## src/hw/ied_consts.svh

```systemverilog
/*
 * Constants of the instruction execution sequencer: opcode fields,
 * field positions, special file addresses and reset values.
 * Assumes inclusion by bare name from the package and the modules.
 */
`ifndef IED_CONSTS_SVH
`define IED_CONSTS_SVH

// ------------------------------------------------------------
// Opcode fields, compared against the top bits of a word
// ------------------------------------------------------------
`define IED_OP8_ADD_LIT 8'h0f
`define IED_OP8_RET_LIT 8'h0c
`define IED_OP6_ADD_FILE 6'h09
`define IED_OP6_MOVE_FILE 6'h14
`define IED_OP7_MOVE_TO_FILE 7'h37
`define IED_OP5_COND_BRANCH 5'h1c
`define IED_OP4_REL_BRANCH 4'hd
`define IED_OP8_GOTO 8'hef
`define IED_OP7_CALL 7'h76
`define IED_OP8_LOAD_PTR 8'hee
`define IED_OP4_SECOND_WORD 4'hf
`define IED_OP15_RETURN 15'h0009
`define IED_OP15_RET_INT 15'h0008

// ------------------------------------------------------------
// Field positions
// ------------------------------------------------------------
`define IED_DEST_BIT 9

// ------------------------------------------------------------
// Special file addresses (low byte of the file operand)
// ------------------------------------------------------------
`define IED_ADDR_IO_PORT_B_DATA 8'h81
`define IED_ADDR_TIMER_ZERO_COUNT 8'hd6

// ------------------------------------------------------------
// Reset values
// ------------------------------------------------------------
`define IED_ACC_RST 8'h00
`define IED_FLAGS_RST 5'h00

`endif

```

## src/hw/ied_pkg.sv

```systemverilog
/*
 * Types shared by the instruction execution sequencer modules.
 * Assumes the constants header is on the include path.
 */
`include "ied_consts.svh"

package ied_pkg;

  typedef struct packed {
    logic n;
    logic ov;
    logic z;
    logic dc;
    logic c;
  } ied_flags_t;

  typedef enum logic [1:0] {
    IED_ST_EXEC = 2'b00,
    IED_ST_WORD2 = 2'b01,
    IED_ST_FLUSH = 2'b10
  } ied_state_t;

  typedef enum logic [1:0] {
    IED_PC_JUMP = 2'b00,
    IED_PC_REL = 2'b01,
    IED_PC_RET = 2'b10
  } ied_pc_kind_t;

  typedef struct packed {
    logic load;
    ied_pc_kind_t kind;
    logic [19:0] arg;
  } ied_pc_req_t;

  typedef struct packed {
    logic we;
    logic [7:0] addr;
    logic [7:0] data;
  } ied_file_wr_t;

endpackage

```

## src/hw/ied_exec_seq.sv

```systemverilog
/*
 * Instruction execution sequencer: decodes fetched words, keeps the
 * accumulator and arithmetic flags, issues file writes, program
 * counter requests, timer prescaler clears and forced idle cycles.
 * Assumes one fetched word per i_fetch_valid pulse, and that
 * i_file_rdata holds the register addressed by the word's low byte
 * in that same cycle.
 */
// Summary of operation
// - Port read-modify-write uses pin levels, not latch
// - Timer zero write clears assigned prescaler
// - Branch taken or return: idle second cycle; goto and call none
// - Unclaimed second word executes as idle
// - Every word decodes legally, none trap
// - Add literal to accumulator, all five flags
`timescale 1ns/1ps
`include "ied_consts.svh"

module ied_exec_seq (
  // Clock and reset
  input wire logic i_clk_sys,
  input wire logic i_rst_n,
  // Fetch stream
  input wire logic i_fetch_valid,
  input wire logic [15:0] i_fetch_word,
  // Operand sources
  input wire logic [7:0] i_file_rdata,
  input wire logic [7:0] i_port_b_pins,
  input wire logic i_presc_on_timer,
  // Results
  output logic [7:0] o_acc,
  output ied_pkg::ied_flags_t o_flags,
  output ied_pkg::ied_file_wr_t o_file_wr,
  output ied_pkg::ied_pc_req_t o_pc_req,
  output logic o_presc_clr,
  output logic o_idle_cycle
);
  import ied_pkg::*;

  // ----------------------------------------------------------
  // Pin synchroniser
  // ----------------------------------------------------------
  logic [7:0] pins_s1;
  logic [7:0] pins_s2;

  always_ff @(posedge i_clk_sys or negedge i_rst_n) begin
    if (!i_rst_n) begin
      pins_s1 <= 8'h00;
      pins_s2 <= 8'h00;
    end else begin
      pins_s1 <= i_port_b_pins;
      pins_s2 <= pins_s1;
    end
  end

  // ----------------------------------------------------------
  // Decode
  // ----------------------------------------------------------
  ied_state_t state;
  ied_state_t next_state;
  logic [7:0] first_byte;
  logic [7:0] next_first_byte;
  logic word2_is_ptr;
  logic next_word2_is_ptr;
  logic [7:0] next_acc;
  ied_flags_t next_flags;
  ied_file_wr_t next_file_wr;
  ied_pc_req_t next_pc_req;
  logic next_presc_clr;
  logic next_idle_cycle;

  logic [7:0] f_addr;
  logic dest_file;
  logic [7:0] src;
  logic [7:0] add_b;
  logic [7:0] sum;
  ied_flags_t add_flags;
  logic is_add_lit;
  logic cond_true;

  assign f_addr = i_fetch_word[7:0];
  assign dest_file = i_fetch_word[`IED_DEST_BIT];
  assign is_add_lit = (i_fetch_word[15:8] == `IED_OP8_ADD_LIT);
  assign src = (f_addr == `IED_ADDR_IO_PORT_B_DATA) ? pins_s2 :
               i_file_rdata;
  assign add_b = is_add_lit ? i_fetch_word[7:0] : src;

  ied_adder u_adder (
    .i_a(o_acc),
    .i_b(add_b),
    .o_sum(sum),
    .o_flags(add_flags)
  );

  always_comb begin
    case (i_fetch_word[10:8])
      3'h0: cond_true = o_flags.z;
      3'h1: cond_true = !o_flags.z;
      3'h2: cond_true = o_flags.c;
      3'h3: cond_true = !o_flags.c;
      3'h4: cond_true = o_flags.ov;
      3'h5: cond_true = !o_flags.ov;
      3'h6: cond_true = o_flags.n;
      default: cond_true = !o_flags.n;
    endcase
  end

  always_comb begin
    next_state = state;
    next_first_byte = first_byte;
    next_word2_is_ptr = word2_is_ptr;
    next_acc = o_acc;
    next_flags = o_flags;
    next_file_wr = '0;
    next_pc_req = '0;
    next_presc_clr = 1'b0;
    next_idle_cycle = 1'b0;
    case (state)
      IED_ST_EXEC: begin
        if (!i_fetch_valid) begin
          next_state = state;
        end else if (i_fetch_word[15:12] == `IED_OP4_SECOND_WORD) begin
          next_idle_cycle = 1'b1;
        end else if (is_add_lit) begin
          next_acc = sum;
          next_flags = add_flags;
        end else if (i_fetch_word[15:10] == `IED_OP6_ADD_FILE) begin
          next_flags = add_flags;
          if (dest_file) begin
            next_file_wr = '{we: 1'b1, addr: f_addr, data: sum};
          end else begin
            next_acc = sum;
          end
        end else if (i_fetch_word[15:10] == `IED_OP6_MOVE_FILE) begin
          next_flags.z = (src == 8'h00);
          next_flags.n = src[7];
          if (dest_file) begin
            next_file_wr = '{we: 1'b1, addr: f_addr, data: src};
          end else begin
            next_acc = src;
          end
        end else if (i_fetch_word[15:9] == `IED_OP7_MOVE_TO_FILE) begin
          next_file_wr = '{we: 1'b1, addr: f_addr, data: o_acc};
        end else if (i_fetch_word[15:11] == `IED_OP5_COND_BRANCH) begin
          if (cond_true) begin
            next_pc_req = '{load: 1'b1, kind: IED_PC_REL,
                            arg: {{12{i_fetch_word[7]}}, i_fetch_word[7:0]}};
            next_state = IED_ST_FLUSH;
          end
        end else if (i_fetch_word[15:12] == `IED_OP4_REL_BRANCH) begin
          next_pc_req = '{load: 1'b1, kind: IED_PC_REL,
                          arg: {{9{i_fetch_word[10]}}, i_fetch_word[10:0]}};
          next_state = IED_ST_FLUSH;
        end else if (i_fetch_word[15:8] == `IED_OP8_GOTO ||
                     i_fetch_word[15:9] == `IED_OP7_CALL ||
                     i_fetch_word[15:8] == `IED_OP8_LOAD_PTR) begin
          next_first_byte = i_fetch_word[7:0];
          next_word2_is_ptr = (i_fetch_word[15:8] == `IED_OP8_LOAD_PTR);
          next_state = IED_ST_WORD2;
        end else if (i_fetch_word[15:1] == `IED_OP15_RETURN ||
                     i_fetch_word[15:1] == `IED_OP15_RET_INT ||
                     i_fetch_word[15:8] == `IED_OP8_RET_LIT) begin
          if (i_fetch_word[15:8] == `IED_OP8_RET_LIT) begin
            next_acc = i_fetch_word[7:0];
          end
          next_pc_req = '{load: 1'b1, kind: IED_PC_RET, arg: 20'h00000};
          next_state = IED_ST_FLUSH;
        end
        if (next_file_wr.we && f_addr == `IED_ADDR_TIMER_ZERO_COUNT &&
            i_presc_on_timer) begin
          next_presc_clr = 1'b1;
        end
      end
      IED_ST_WORD2: begin
        if (i_fetch_valid) begin
          // Pointer load consumes the word outside this block
          if (!word2_is_ptr) begin
            next_pc_req = '{load: 1'b1, kind: IED_PC_JUMP,
                            arg: {i_fetch_word[11:0], first_byte}};
          end
          next_state = IED_ST_EXEC;
        end
      end
      IED_ST_FLUSH: begin
        if (i_fetch_valid) begin
          next_idle_cycle = 1'b1;
          next_state = IED_ST_EXEC;
        end
      end
      default: begin
        next_state = IED_ST_EXEC;
      end
    endcase
  end

  always_ff @(posedge i_clk_sys or negedge i_rst_n) begin
    if (!i_rst_n) begin
      state <= IED_ST_EXEC;
      first_byte <= 8'h00;
      word2_is_ptr <= 1'b0;
      o_acc <= `IED_ACC_RST;
      o_flags <= `IED_FLAGS_RST;
      o_file_wr <= '0;
      o_pc_req <= '0;
      o_presc_clr <= 1'b0;
      o_idle_cycle <= 1'b0;
    end else begin
      state <= next_state;
      first_byte <= next_first_byte;
      word2_is_ptr <= next_word2_is_ptr;
      o_acc <= next_acc;
      o_flags <= next_flags;
      o_file_wr <= next_file_wr;
      o_pc_req <= next_pc_req;
      o_presc_clr <= next_presc_clr;
      o_idle_cycle <= next_idle_cycle;
    end
  end

  logic take;
  assign take = i_fetch_valid && state == IED_ST_EXEC;
endmodule // ied_exec_seq

```

## src/hw/ied_adder.sv

```systemverilog
/*
 * Eight-bit adder with the full set of arithmetic flags.
 * Assumes purely combinational use inside the sequencer.
 */
`timescale 1ns/1ps

module ied_adder (
  // Operands
  input wire logic [7:0] i_a,
  input wire logic [7:0] i_b,
  // Result
  output logic [7:0] o_sum,
  output ied_pkg::ied_flags_t o_flags
);
  import ied_pkg::*;

  logic [8:0] full;
  logic [4:0] low;

  always_comb begin
    full = {1'b0, i_a} + {1'b0, i_b};
    low = {1'b0, i_a[3:0]} + {1'b0, i_b[3:0]};
    o_sum = full[7:0];
    o_flags.c = full[8];
    o_flags.dc = low[4];
    o_flags.z = (full[7:0] == 8'h00);
    o_flags.n = full[7];
    // Signed overflow: like-signed operands, differently signed result
    o_flags.ov = (i_a[7] == i_b[7]) && (full[7] != i_a[7]);
  end

endmodule // ied_adder

```

## config.mk

```make
export PLATFORM = sky130hd
export DESIGN_NAME = ied_exec_seq
export DESIGN_NICKNAME = d
export VERILOG_FILES = /design/src/hw/ied_pkg.sv /design/src/hw/ied_exec_seq.sv /design/src/hw/ied_adder.sv
export VERILOG_INCLUDE_DIRS = /design/src /design/src/hw
export SDC_FILE = /design/constraint.sdc
export NUM_CORES = 1
export LEC_CHECK = 0
export BUFFER_PORTS_ARGS = -buffer_cell sky130_fd_sc_hd__buf_2
export CORE_ASPECT_RATIO = 1.5
export CORE_MARGIN = 5
export CORE_UTILIZATION = 48
export DETAILED_ROUTE_END_ITERATION = 8
export PLACE_DENSITY = 0.72
export RECOVER_POWER = 50
export SLEW_MARGIN = 25
export SYNTH_ARGS = -nofsm -noshare
export SYNTH_HDL_FRONTEND = slang
export SYNTH_HIERARCHICAL = 1
export SYNTH_SLANG_ARGS = --single-unit
```

## constraint.sdc

```tcl
create_clock -name i_clk_sys -period 8.7 [get_ports i_clk_sys]
set_input_delay 0.435 -clock i_clk_sys [delete_from_list [all_inputs] [get_ports i_clk_sys]]
set_output_delay 0.435 -clock i_clk_sys [all_outputs]
set_load 0.02 [all_outputs]
```

==> impl_metrics.env, run 1 <==
export IMPL_synth_ff_type="dfrtp_1"
export IMPL_cts_sinks=82
export IMPL_port_buffers=90
export IMPL_post_route_util=0.572
export IMPL_multiInputGateArea_mm2=0.00208
export IMPL_grt_pass1_wl_mm=17.1
export IMPL_final_net_count=522
export IMPL_clockBufferDepth=2
export IMPL_post_cts_resized=0
export IMPL_r2r_cells=11
export IMPL_start_util=0.489
export IMPL_status="finished, violations left"
export IMPL_start_kind="input port"
export IMPL_rows=42
export IMPL_r2r_setup_slack_ns=5.63
export IMPL_min_path_type="input port to flip-flop"
export IMPL_slew_headroom=-1.75
export IMPL_min_period_over_period=0.443
export IMPL_regArea_mm2=0.00205
export IMPL_root_buffer="clkbuf_16"
export IMPL_first_iter_violations=184
export IMPL_die_w_um=87.2
export IMPL_fin_area_mm2=0.00502
export IMPL_p_leak_nw=2.39
export IMPL_syn2layout_area_growth_pct=16.9
export IMPL_hold_start="i_port_b_pins[6]"
export IMPL_htree_num_levels=3
export IMPL_numCtsBuffers=9
export IMPL_num_fill_cells=758
export IMPL_die_area_mm2=0.0110
export IMPL_grt_usage=0.201
export IMPL_insertion_delay_ns=0.34
export IMPL_crit_buf_inv=1
export IMPL_setup_tns_ns=0
export IMPL_synthArstFlopShare=1.00
export IMPL_syn_avg_cell_area_um2=10.9
export IMPL_dp_cells=573
export IMPL_wl_per_cell_um=17.9
export IMPL_timing_rr_end="o_flags[2]"
export IMPL_ioPinCount=91
export IMPL_cp_slowest_cell="clkbuf_1"
export IMPL_cp_data_required_time_ns=8.18
export IMPL_cts_setup_buffers=0
export IMPL_ir_worst_vdd_uv=153
export IMPL_clkTransAtPathRegs_ns=0.06
export IMPL_arrival_ns=3.34
export IMPL_synth_nets=441
export IMPL_synth_seq_area_share=0.478
export IMPL_place_congestion=0.942
export IMPL_finalClockSkew_ns=0.00631
export IMPL_worstMarginPinSlew_ns=4.13
export IMPL_antenna_found_initial=0
export IMPL_power_per_cell_area_mw_per_mm2=243
export IMPL_routed_via_density=5.70
export IMPL_synth_distinct_cells=67
export IMPL_synth_cell_area_mm2=0.00430
export IMPL_hold_buffers=0
export IMPL_holdPathEnd="pins_s1[6]"
export IMPL_drt_total_wl_mm=10.5
export IMPL_maxCapViolCount=1
export IMPL_critical_path_class="input port to async pin"
export IMPL_n_antenna_cell=0
export IMPL_synth_edf_count=0
export IMPL_cts_tree="done"
export IMPL_fmax_mhz=259
export IMPL_first_global_vias=3364
export IMPL_drive_gt1_frac=0.296
export IMPL_overflow=0
export IMPL_timing_rr_start="pins_s2[0]"
export IMPL_placed_area_mm2=0.00475
export IMPL_synth_cells=393
export IMPL_crit_family="buffers and inverters"
export IMPL_slowest_delay_ns=2.85
export IMPL_design_core_area_mm2=0.00878
export IMPL_die_height_um=126
export IMPL_ant_nets=0
export IMPL_ys_ff_latch=82
export IMPL_setup_viol=0
export IMPL_vias=3357
export IMPL_grt_max_degree=83
export IMPL_drv_slew=83
export IMPL_hold_viol=0
export IMPL_crit_fanout=82
export IMPL_layout_cells_non_filler=589
export IMPL_synth_warnings=6
export IMPL_power_w=0.00122
export IMPL_violations="capacitance limit, slew limit"
export IMPL_min_path_cells=1
export IMPL_drc=0
export IMPL_dpl_hpwl_mm=7.83
export IMPL_rsz0062_at_grt="no"
export IMPL_path_cells="clkbuf_1"
export IMPL_min_period_ns=3.86
export IMPL_drt_pass1_iterations=5
export IMPL_setup_worst_path_end_class="async pin"
## stage by stage
stage / hold slack [ns] / worst slack (ns)
after detailed placement: 0.335 / 4.71
after CTS: 0.185 / 5.05
after global routing: 0.182 / 3.82
after global placement: 0.332 / 4.82
final: 0.195 / 4.84
after floorplan: 0.139 / 5.05
## layout make-up
cell class / instances / area share
clock inverters: 7 / 0.0117
well taps: 110 / 0.0274
flip-flops and latches: 82 / 0.409
inverters: 7 / 0.00523
repair buffers: 91 / 0.0885
multi-input cells: 283 / 0.414
clock buffers: 9 / 0.0449
## sequential cells by signal, summed over array words and instances, names as in the netlist
register      count
o_flags           5
o_pc_req         23
pins_s1           8
pins_s2           8
o_acc             8
o_file_wr        17
first_byte        8
o_presc_clr       1
o_idle_cycle      1
state             2
word2_is_ptr      1
## worst register-to-register path, cell delays in order (launching register included)
cell and delay, ns:
dfrtp_1 0.37, mux2i_1 0.25, a21oi_1 0.12, ha_1 0.23, fa_1 0.46, nand3_1 0.13, a21boi_0 0.12, o31a_1 0.27
nor3_1 0.36, nor4b_2 0.09, mux2_1 0.30, mux2_2 0.27
## cell families after synthesis
logic type      after synthesis  synth area share
mux                          31            0.0874
flops                        82             0.478
xor+xnor                      8            0.0181
compound gates               94             0.152
simple gates                138             0.187
fa+ha+maj                    12            0.0367
buf+inv                      28            0.0414
## worst max-delay path by stage
stage                     startpoint      endpoint  slack (ns)  depth (start not counted)
floorplan           i_fetch_word[11]    o_flags[2]        5.05                         15
global placement     i_fetch_word[2]    o_flags[2]        4.82                         14
detailed placement   i_fetch_word[2]    o_flags[2]        4.71                         14
CTS                  i_fetch_word[2]    o_flags[2]        5.05                         14
global route                 i_rst_n  o_idle_cycle        3.82                          1
finish                       i_rst_n  o_pc_req[20]        4.84                          1
## layout by cell type (no fill, tap or decap), drive strengths merged, types with 3 or more instances in the layout
cell    instances
dfrtp          82
buf            80
nand2          38
o21ai          34
a21oi          25
nor2           24
mux2           21
clkbuf         20
and2           13
nand3          12
ha             11
inv            11
nand2b         10
mux2i           9
nor4            8
a22oi           7
o211ai          7
nor3            5
nand4           5
and3            5
xor2            4
xnor2           4
and4bb          3
and4            3
a21boi          3
or3             3
o21bai          3
## routing by layer
| metal | GRT usage | routed length, µm | up-vias |
|---|---|---|---|
| met1 | 0.236 | 4080 | 1604 |
| met3 | 0.0503 | 756 | 30 |
| met5 | 0 | 0 | - |
| met2 | 0.336 | 5350 | 145 |
| li1 | - | - | 1578 |
| met4 | 0.0958 | 351 | 0 |
## synth_stat cells (2+ instances only)
cell / count / share of area
dfrtp_1: 82 / 0.48
nand2_1: 37 / 0.032
o21ai_0: 32 / 0.037
a21oi_1: 25 / 0.029
nor2_1: 24 / 0.021
mux2_2: 13 / 0.034
nand3_1: 12 / 0.014
and2_1: 11 / 0.016
ha_1: 11 / 0.032
nand2b_1: 10 / 0.015
mux2i_1: 9 / 0.021
a22oi_1: 7 / 0.012
buf_6: 7 / 0.018
inv_1: 7 / 0.0061
mux2_4: 7 / 0.024
nor4_1: 7 / 0.010
o211ai_1: 7 / 0.012
buf_2: 5 / 0.0058
nor3_1: 4 / 0.0047
xor2_1: 4 / 0.0082
a21boi_0: 3 / 0.0052
and3_1: 3 / 0.0044
and4_1: 3 / 0.0061
and4bb_2: 3 / 0.0087
buf_4: 3 / 0.0052
clkbuf_1: 3 / 0.0026
nand4_1: 3 / 0.0044
or3_1: 3 / 0.0044
xnor2_1: 3 / 0.0061
a2111oi_4: 2 / 0.013
and2_2: 2 / 0.0035
clkbuf_2: 2 / 0.0023
nand4_4: 2 / 0.0099
nor2b_1: 2 / 0.0029
nor3b_1: 2 / 0.0035
o21bai_1: 2 / 0.0035
## report_power, final
| group | switching [W] | internal (W) | leakage [nW] | total [W] |
|---|---|---|---|---|
| clock network | 0.000162 | 0.000198 | 0.139 | 0.000360 |
| registers | 0.0000408 | 0.000426 | 1.08 | 0.000467 |
| logic | 0.000236 | 0.000158 | 1.17 | 0.000394 |
(Power assumes the default switching activity.)
==> run 2: changes to the inputs <==
Clock period 8.7 ns to 3.7 ns, I/O delays scaled along.
==> impl_metrics.env, run 2 (same netlist as run 1, synthesis figures left out) <==
export IMPL_status="finished, violations left"
export IMPL_violations="capacitance limit, slew limit"
export IMPL_setup_tns_ns=0
export IMPL_drt_total_wl_mm=10.9
export IMPL_htree_num_levels=3
export IMPL_die_area_mm2=0.0110
export IMPL_top_regs="o_pc_req (23), o_file_wr (17)"
export IMPL_routed_via_density=5.67
export IMPL_grt_usage=0.210
export IMPL_r2r_cells=11
export IMPL_worstMarginPinSlew_ns=1.95
export IMPL_min_period_over_period=0.902
export IMPL_clkTransAtPathRegs_ns=0.06
export IMPL_min_period_ns=3.34
export IMPL_syn2layout_area_growth_pct=19.8
export IMPL_min_path_type="input port to flip-flop"
export IMPL_port_buffers=90
export IMPL_cp_slowest_cell="fa_1"
export IMPL_numCtsBuffers=9
export IMPL_root_buffer="clkbuf_16"
export IMPL_start_util=0.489
export IMPL_post_cts_resized=0
export IMPL_dp_cells=578
export IMPL_drive_gt1_frac=0.229
export IMPL_die_w_um=87.2
export IMPL_die_height_um=126
export IMPL_wl_per_cell_um=18.1
export IMPL_ant_nets=0
export IMPL_startpoint="i_fetch_word[3]"
export IMPL_first_iter_violations=234
export IMPL_fmax_mhz=300
export IMPL_finalClockSkew_ns=0.00411
export IMPL_largest_reg_flops=23
export IMPL_use_met3=0.0464
export IMPL_min_path_cells=3
export IMPL_holdPathEnd="o_pc_req[7]"
export IMPL_cp_data_required_time_ns=3.92
export IMPL_critical_path_class="input port to flip-flop"
export IMPL_drc=0
export IMPL_power_per_cell_area_mw_per_mm2=581
export IMPL_antenna_found_initial=0
export IMPL_ir_worst_vdd_uv=378
export IMPL_hold_viol=0
export IMPL_setup_viol=0
export IMPL_hold_start="i_fetch_word[7]"
export IMPL_top_register="o_pc_req"
export IMPL_place_congestion=0.951
export IMPL_maxCapViolCount=1
export IMPL_cts_sinks=82
export IMPL_start_kind="input port"
export IMPL_drt_pass1_iterations=5
export IMPL_first_global_vias=3487
export IMPL_slew_headroom=-0.299
export IMPL_layout_commonest_cell="dfrtp_1"
export IMPL_drv_slew=83
export IMPL_design_core_area_mm2=0.00878
export IMPL_arrival_ns=3.56
export IMPL_r2r_setup_slack_ns=0.53
export IMPL_grt_util_met2=0.354
export IMPL_insertion_delay_ns=0.34
export IMPL_layout_cells_non_filler=603
export IMPL_overflow=0
export IMPL_timing_rr_start="pins_s2[0]"
export IMPL_slowest_delay_ns=0.47
export IMPL_mostFrequentLayoutCells="dfrtp_1, buf_2, clkbuf_1"
export IMPL_ioPinCount=91
export IMPL_post_place_ws_ns=0.0875
export IMPL_clockBufferDepth=2
export IMPL_grt_max_degree=83
export IMPL_dpl_hpwl_mm=7.87
export IMPL_setup_worst_path_end_class="flip-flop"
export IMPL_crit_fanout=8
export IMPL_timing_rr_end="o_flags[2]"
export IMPL_path_cells="buf_2 -> nor4_4 -> nand2_2 -> mux2i_1 -> a21oi_1 -> ha_1 -> fa_1 -> nand3_1 -> a21boi_0 -> o31a_1 -> nor3_1 -> nor4b_2 -> mux2_1 -> mux2_2"
export IMPL_final_net_count=536
export IMPL_n_antenna_cell=0
export IMPL_vias=3416
export IMPL_rsz0062_at_grt="no"
export IMPL_grt_pass1_wl_mm=17.9
export IMPL_cts_tree="done"
export IMPL_rows=42
export IMPL_finalWorstSetupSlack_ns=0.363
export IMPL_p_leak_nw=2.33
export IMPL_busiest_layer="met2"
export IMPL_met1_usage=0.246
[run 2: worst max-delay path by stage]
stage	to	cells after the start	slack, ns
5_1_grt	o_flags[2]	14	0.22
3_3_place_gp	o_flags[2]	14	0.21
6_report	o_flags[2]	14	0.36
4_1_cts	o_flags[2]	14	0.43
2_1_floorplan	o_flags[2]	15	0.30
3_5_place_dp	o_flags[2]	14	0.09
[run 2: power by group]
group / internal [W] / switching (W) / total [W]
logic: 0.000377 / 0.000561 / 0.000938
registers: 0.00100 / 0.0000962 / 0.00110
clock network: 0.000611 / 0.000344 / 0.000954
total: 0.00199 / 0.00100 / 0.00299
[run 2: stage by stage]
step | power [W] | area [µm²] | util | hold WS, ns
global placement | 0.00202 | 4780 | 0.545 | 0.293
floorplan | 0.00178 | 4300 | - | -0.111
finish | 0.00299 | 5140 | 0.586 | 0.159
CTS | 0.00300 | 5190 | 0.592 | 0.0568
detailed placement | 0.00203 | 4790 | 0.546 | 0.294
global route | 0.00314 | 5140 | 0.586 | 0.180
[run 2: final cells by class]
type,instances,area (µm²)
fill,770,3630
inverter,7,26.3
clock buffer,12,246
timing repair buffer,105,532
tap,110,138
clock inverter,4,73.8
multi-input combinational,283,2080
sequential,82,2050
[run 2: what timing repair did]
| item | in CTS | in global routing |
|---|---|---|
| buffers inserted | 0 | 0 |
| hold buffers | 8 | 1 |
| hold endpoints to repair | 8 | 82 |
[run 2: per-layer routing]
metal / routed length, µm / up-vias
met3: 648 / 17
met1: 4260 / 1665
li1: - / 1610
met2: 5800 / 124
met4: 227 / 0
met5: 0 / -
[run 2: worst max-delay path: cells and delay by family]
family,cells,cell delay [ns]
AND/OR/NAND/NOR,5,1.15
multiplexers,3,0.82
AO/OA/AOI/OAI,3,0.54
buffers and inverters,1,0.17
adder cells (fa/ha/maj),2,0.71
==> run 3: changes to the inputs <==
Settings changed: SYNTH_HIERARCHICAL 1 to default.
==> impl_metrics.env, run 3 <==
export IMPL_status="finished, violations left"
export IMPL_violations="capacitance limit, slew limit"
export IMPL_drt_total_wl_mm=12.0
export IMPL_first_global_vias=3613
export IMPL_layout_commonest_cell="dfrtp_1"
export IMPL_design_core_area_mm2=0.00872
export IMPL_rsz0062_at_grt="no"
export IMPL_crit_fanout=16
export IMPL_place_congestion=0.879
export IMPL_ioPinCount=91
export IMPL_setup_worst_path_end_class="flip-flop"
export IMPL_overflow=0
export IMPL_post_cts_resized=0
export IMPL_synthArstFlopShare=1.00
export IMPL_die_area_mm2=0.0108
export IMPL_worstMarginPinSlew_ns=1.96
export IMPL_grt_pass1_wl_mm=19.1
export IMPL_synth_top_cell_area_share=0.485
export IMPL_cp_data_required_time_ns=3.92
export IMPL_start_kind="input port"
export IMPL_synth_cells=399
export IMPL_numCtsBuffers=9
export IMPL_synth_cell_area_mm2=0.00423
export IMPL_power_w=0.00304
export IMPL_htree_num_levels=3
export IMPL_drt_pass1_iterations=4
export IMPL_syn2layout_area_growth_pct=23.1
export IMPL_slowest_delay_ns=0.59
export IMPL_drive_gt1_frac=0.199
export IMPL_ir_worst_vdd_uv=281
export IMPL_die_height_um=125
export IMPL_setup_viol=0
export IMPL_min_path_type="input port to flip-flop"
export IMPL_hold_viol=0
export IMPL_grt_usage=0.231
export IMPL_synth_most_common_cell="dfrtp_1"
export IMPL_ys_ff_latch=82
export IMPL_setup_tns_ns=0
export IMPL_n_antenna_cell=0
export IMPL_synth_common_cells="dfrtp_1, nor2_1, nand2_1, a21oi_1, clkbuf_1"
export IMPL_crit_family="simple AND/OR/NAND/NOR gates"
export IMPL_root_buffer="clkbuf_16"
export IMPL_final_net_count=552
export IMPL_crit_buf_inv=1
export IMPL_dpl_hpwl_mm=8.96
export IMPL_grt_max_degree=83
export IMPL_maxCapViolCount=1
export IMPL_top_register="o_pc_req"
export IMPL_clockBufferDepth=2
export IMPL_drc=0
export IMPL_wl_per_cell_um=19.4
export IMPL_port_buffers=90
export IMPL_slew_headroom=-0.308
export IMPL_insertion_delay_ns=0.34
export IMPL_synth_nets=449
export IMPL_top_regs="o_pc_req (23), o_file_wr (17)"
export IMPL_antenna_found_initial=0
export IMPL_clkTransAtPathRegs_ns=0.06
export IMPL_mostFrequentLayoutCells="dfrtp_1, buf_2, clkbuf_1"
export IMPL_cp_slowest_cell="or3_1"
export IMPL_synth_distinct_cells=73
export IMPL_finalClockSkew_ns=0.00721
export IMPL_start_util=0.485
export IMPL_path_cells="buf_2 -> or4_4 -> or3_1 -> nor2_1 -> a21oi_1 -> ha_1 -> nor4b_1 -> a2111oi_0 -> and3_1 -> a21bo_2 -> o41ai_1"
export IMPL_cts_tree="done"
export IMPL_first_iter_violations=200
export IMPL_min_period_over_period=0.882
export IMPL_ant_nets=0
export IMPL_critical_path_class="input port to flip-flop"
export IMPL_dp_cells=592
export IMPL_die_w_um=86.7
export IMPL_arrival_ns=3.48
export IMPL_synth_seq_area_share=0.485
export IMPL_cts_sinks=82
export IMPL_layout_cells_non_filler=617
export IMPL_min_period_ns=3.26
export IMPL_p_leak_nw=2.45
export IMPL_largest_reg_flops=23
export IMPL_synth_ff_type="dfrtp_1"
export IMPL_synth_edf_count=0
export IMPL_hold_buffers=8
export IMPL_rows=42
export IMPL_vias=3603
export IMPL_syn_avg_cell_area_um2=10.6
export IMPL_cts_setup_buffers=0
export IMPL_yosysTopAreaCell="dfrtp_1"
export IMPL_fmax_mhz=307
export IMPL_power_per_cell_area_mw_per_mm2=584
export IMPL_fin_area_mm2=0.00521
export IMPL_drv_slew=83
export IMPL_routed_via_density=5.84
export IMPL_synth_area_top_cells="dfrtp_1, ha_1, nor2_1"
export IMPL_placed_area_mm2=0.00485
export IMPL_synth_warnings=0
## run 3: cell types whose count changed after synthesis, sizes merged, moves of 8 or more
cell / previous run / this run
nand2: 38 / 24
o21ai: 34 / 21
a21o: 1 / 12
a22o: 0 / 10
clkbuf: 5 / 15
buf: 16 / 7
a21oi: 25 / 17
mux2: 21 / 13
## run 3: logic make-up after synthesis
logic type / after synthesis / share of synthesized area
muxes: 20 / 0.0541
DFF: 82 / 0.485
AOI/OAI and AO/OA: 115 / 0.199
xor gates and xnor gates: 4 / 0.00828
and+or+nand+nor: 131 / 0.178
adders and majority gates: 14 / 0.0432
buffers and inverters: 33 / 0.0325
## run 3: path summary, 6_finish.rpt
kind,from,to,slack [ns],depth (start not counted)
setup / recovery,i_fetch_word[13],o_flags[2],0.44,11
min in group asynchronous,i_rst_n,o_pc_req[20],0.92,2
max in group asynchronous,i_rst_n,o_acc[6],1.60,2
setup reg to reg,pins_s2[5],o_flags[2],1.00,8
hold reg to reg,pins_s1[0],pins_s2[0],0.35,0
hold / removal,i_fetch_valid,o_idle_cycle,0.12,2
## run 3: power breakdown
| group | internal (W) | switching (W) | leakage (nW) | total (W) |
|---|---|---|---|---|
| Clock | 0.000602 | 0.000369 | 0.160 | 0.000970 |
| Sequential | 0.00101 | 0.0000961 | 1.08 | 0.00111 |
| Combinational | 0.000376 | 0.000593 | 1.21 | 0.000969 |
| Total | 0.00199 | 0.00106 | 2.45 | 0.00304 |
## run 3: routing by layer
| layer | wire length [µm] | track usage | vias to the layer above | part of all wire |
|---|---|---|---|---|
| met5 | 0 | 0 | - | 0 |
| met4 | 624 | 0.132 | 0 | 0.052 |
| met3 | 715 | 0.0454 | 44 | 0.060 |
| met2 | 6310 | 0.394 | 144 | 0.53 |
| met1 | 4340 | 0.264 | 1711 | 0.36 |
| li1 | - | - | 1704 | - |
## run 3: per-stage QoR
stage               hold WS, ns   util  setup slack, ns
floorplan                -0.111      -            0.378
global placement          0.293  0.555            0.201
detailed placement        0.294  0.556            0.119
CTS                      0.0485  0.602            0.470
global route              0.131  0.597            0.147
finish                    0.125  0.597            0.438
## run 3: layout make-up
| type | instances | area, µm² |
|---|---|---|
| multi-input cells | 284 | 2050 |
| flip-flops and latches | 82 | 2050 |
| clock buffers | 10 | 229 |
| clock inverters | 6 | 97.6 |
| repair buffers | 114 | 602 |
| fillers | 800 | 3510 |
| inverters | 11 | 41.3 |
| well taps | 110 | 138 |
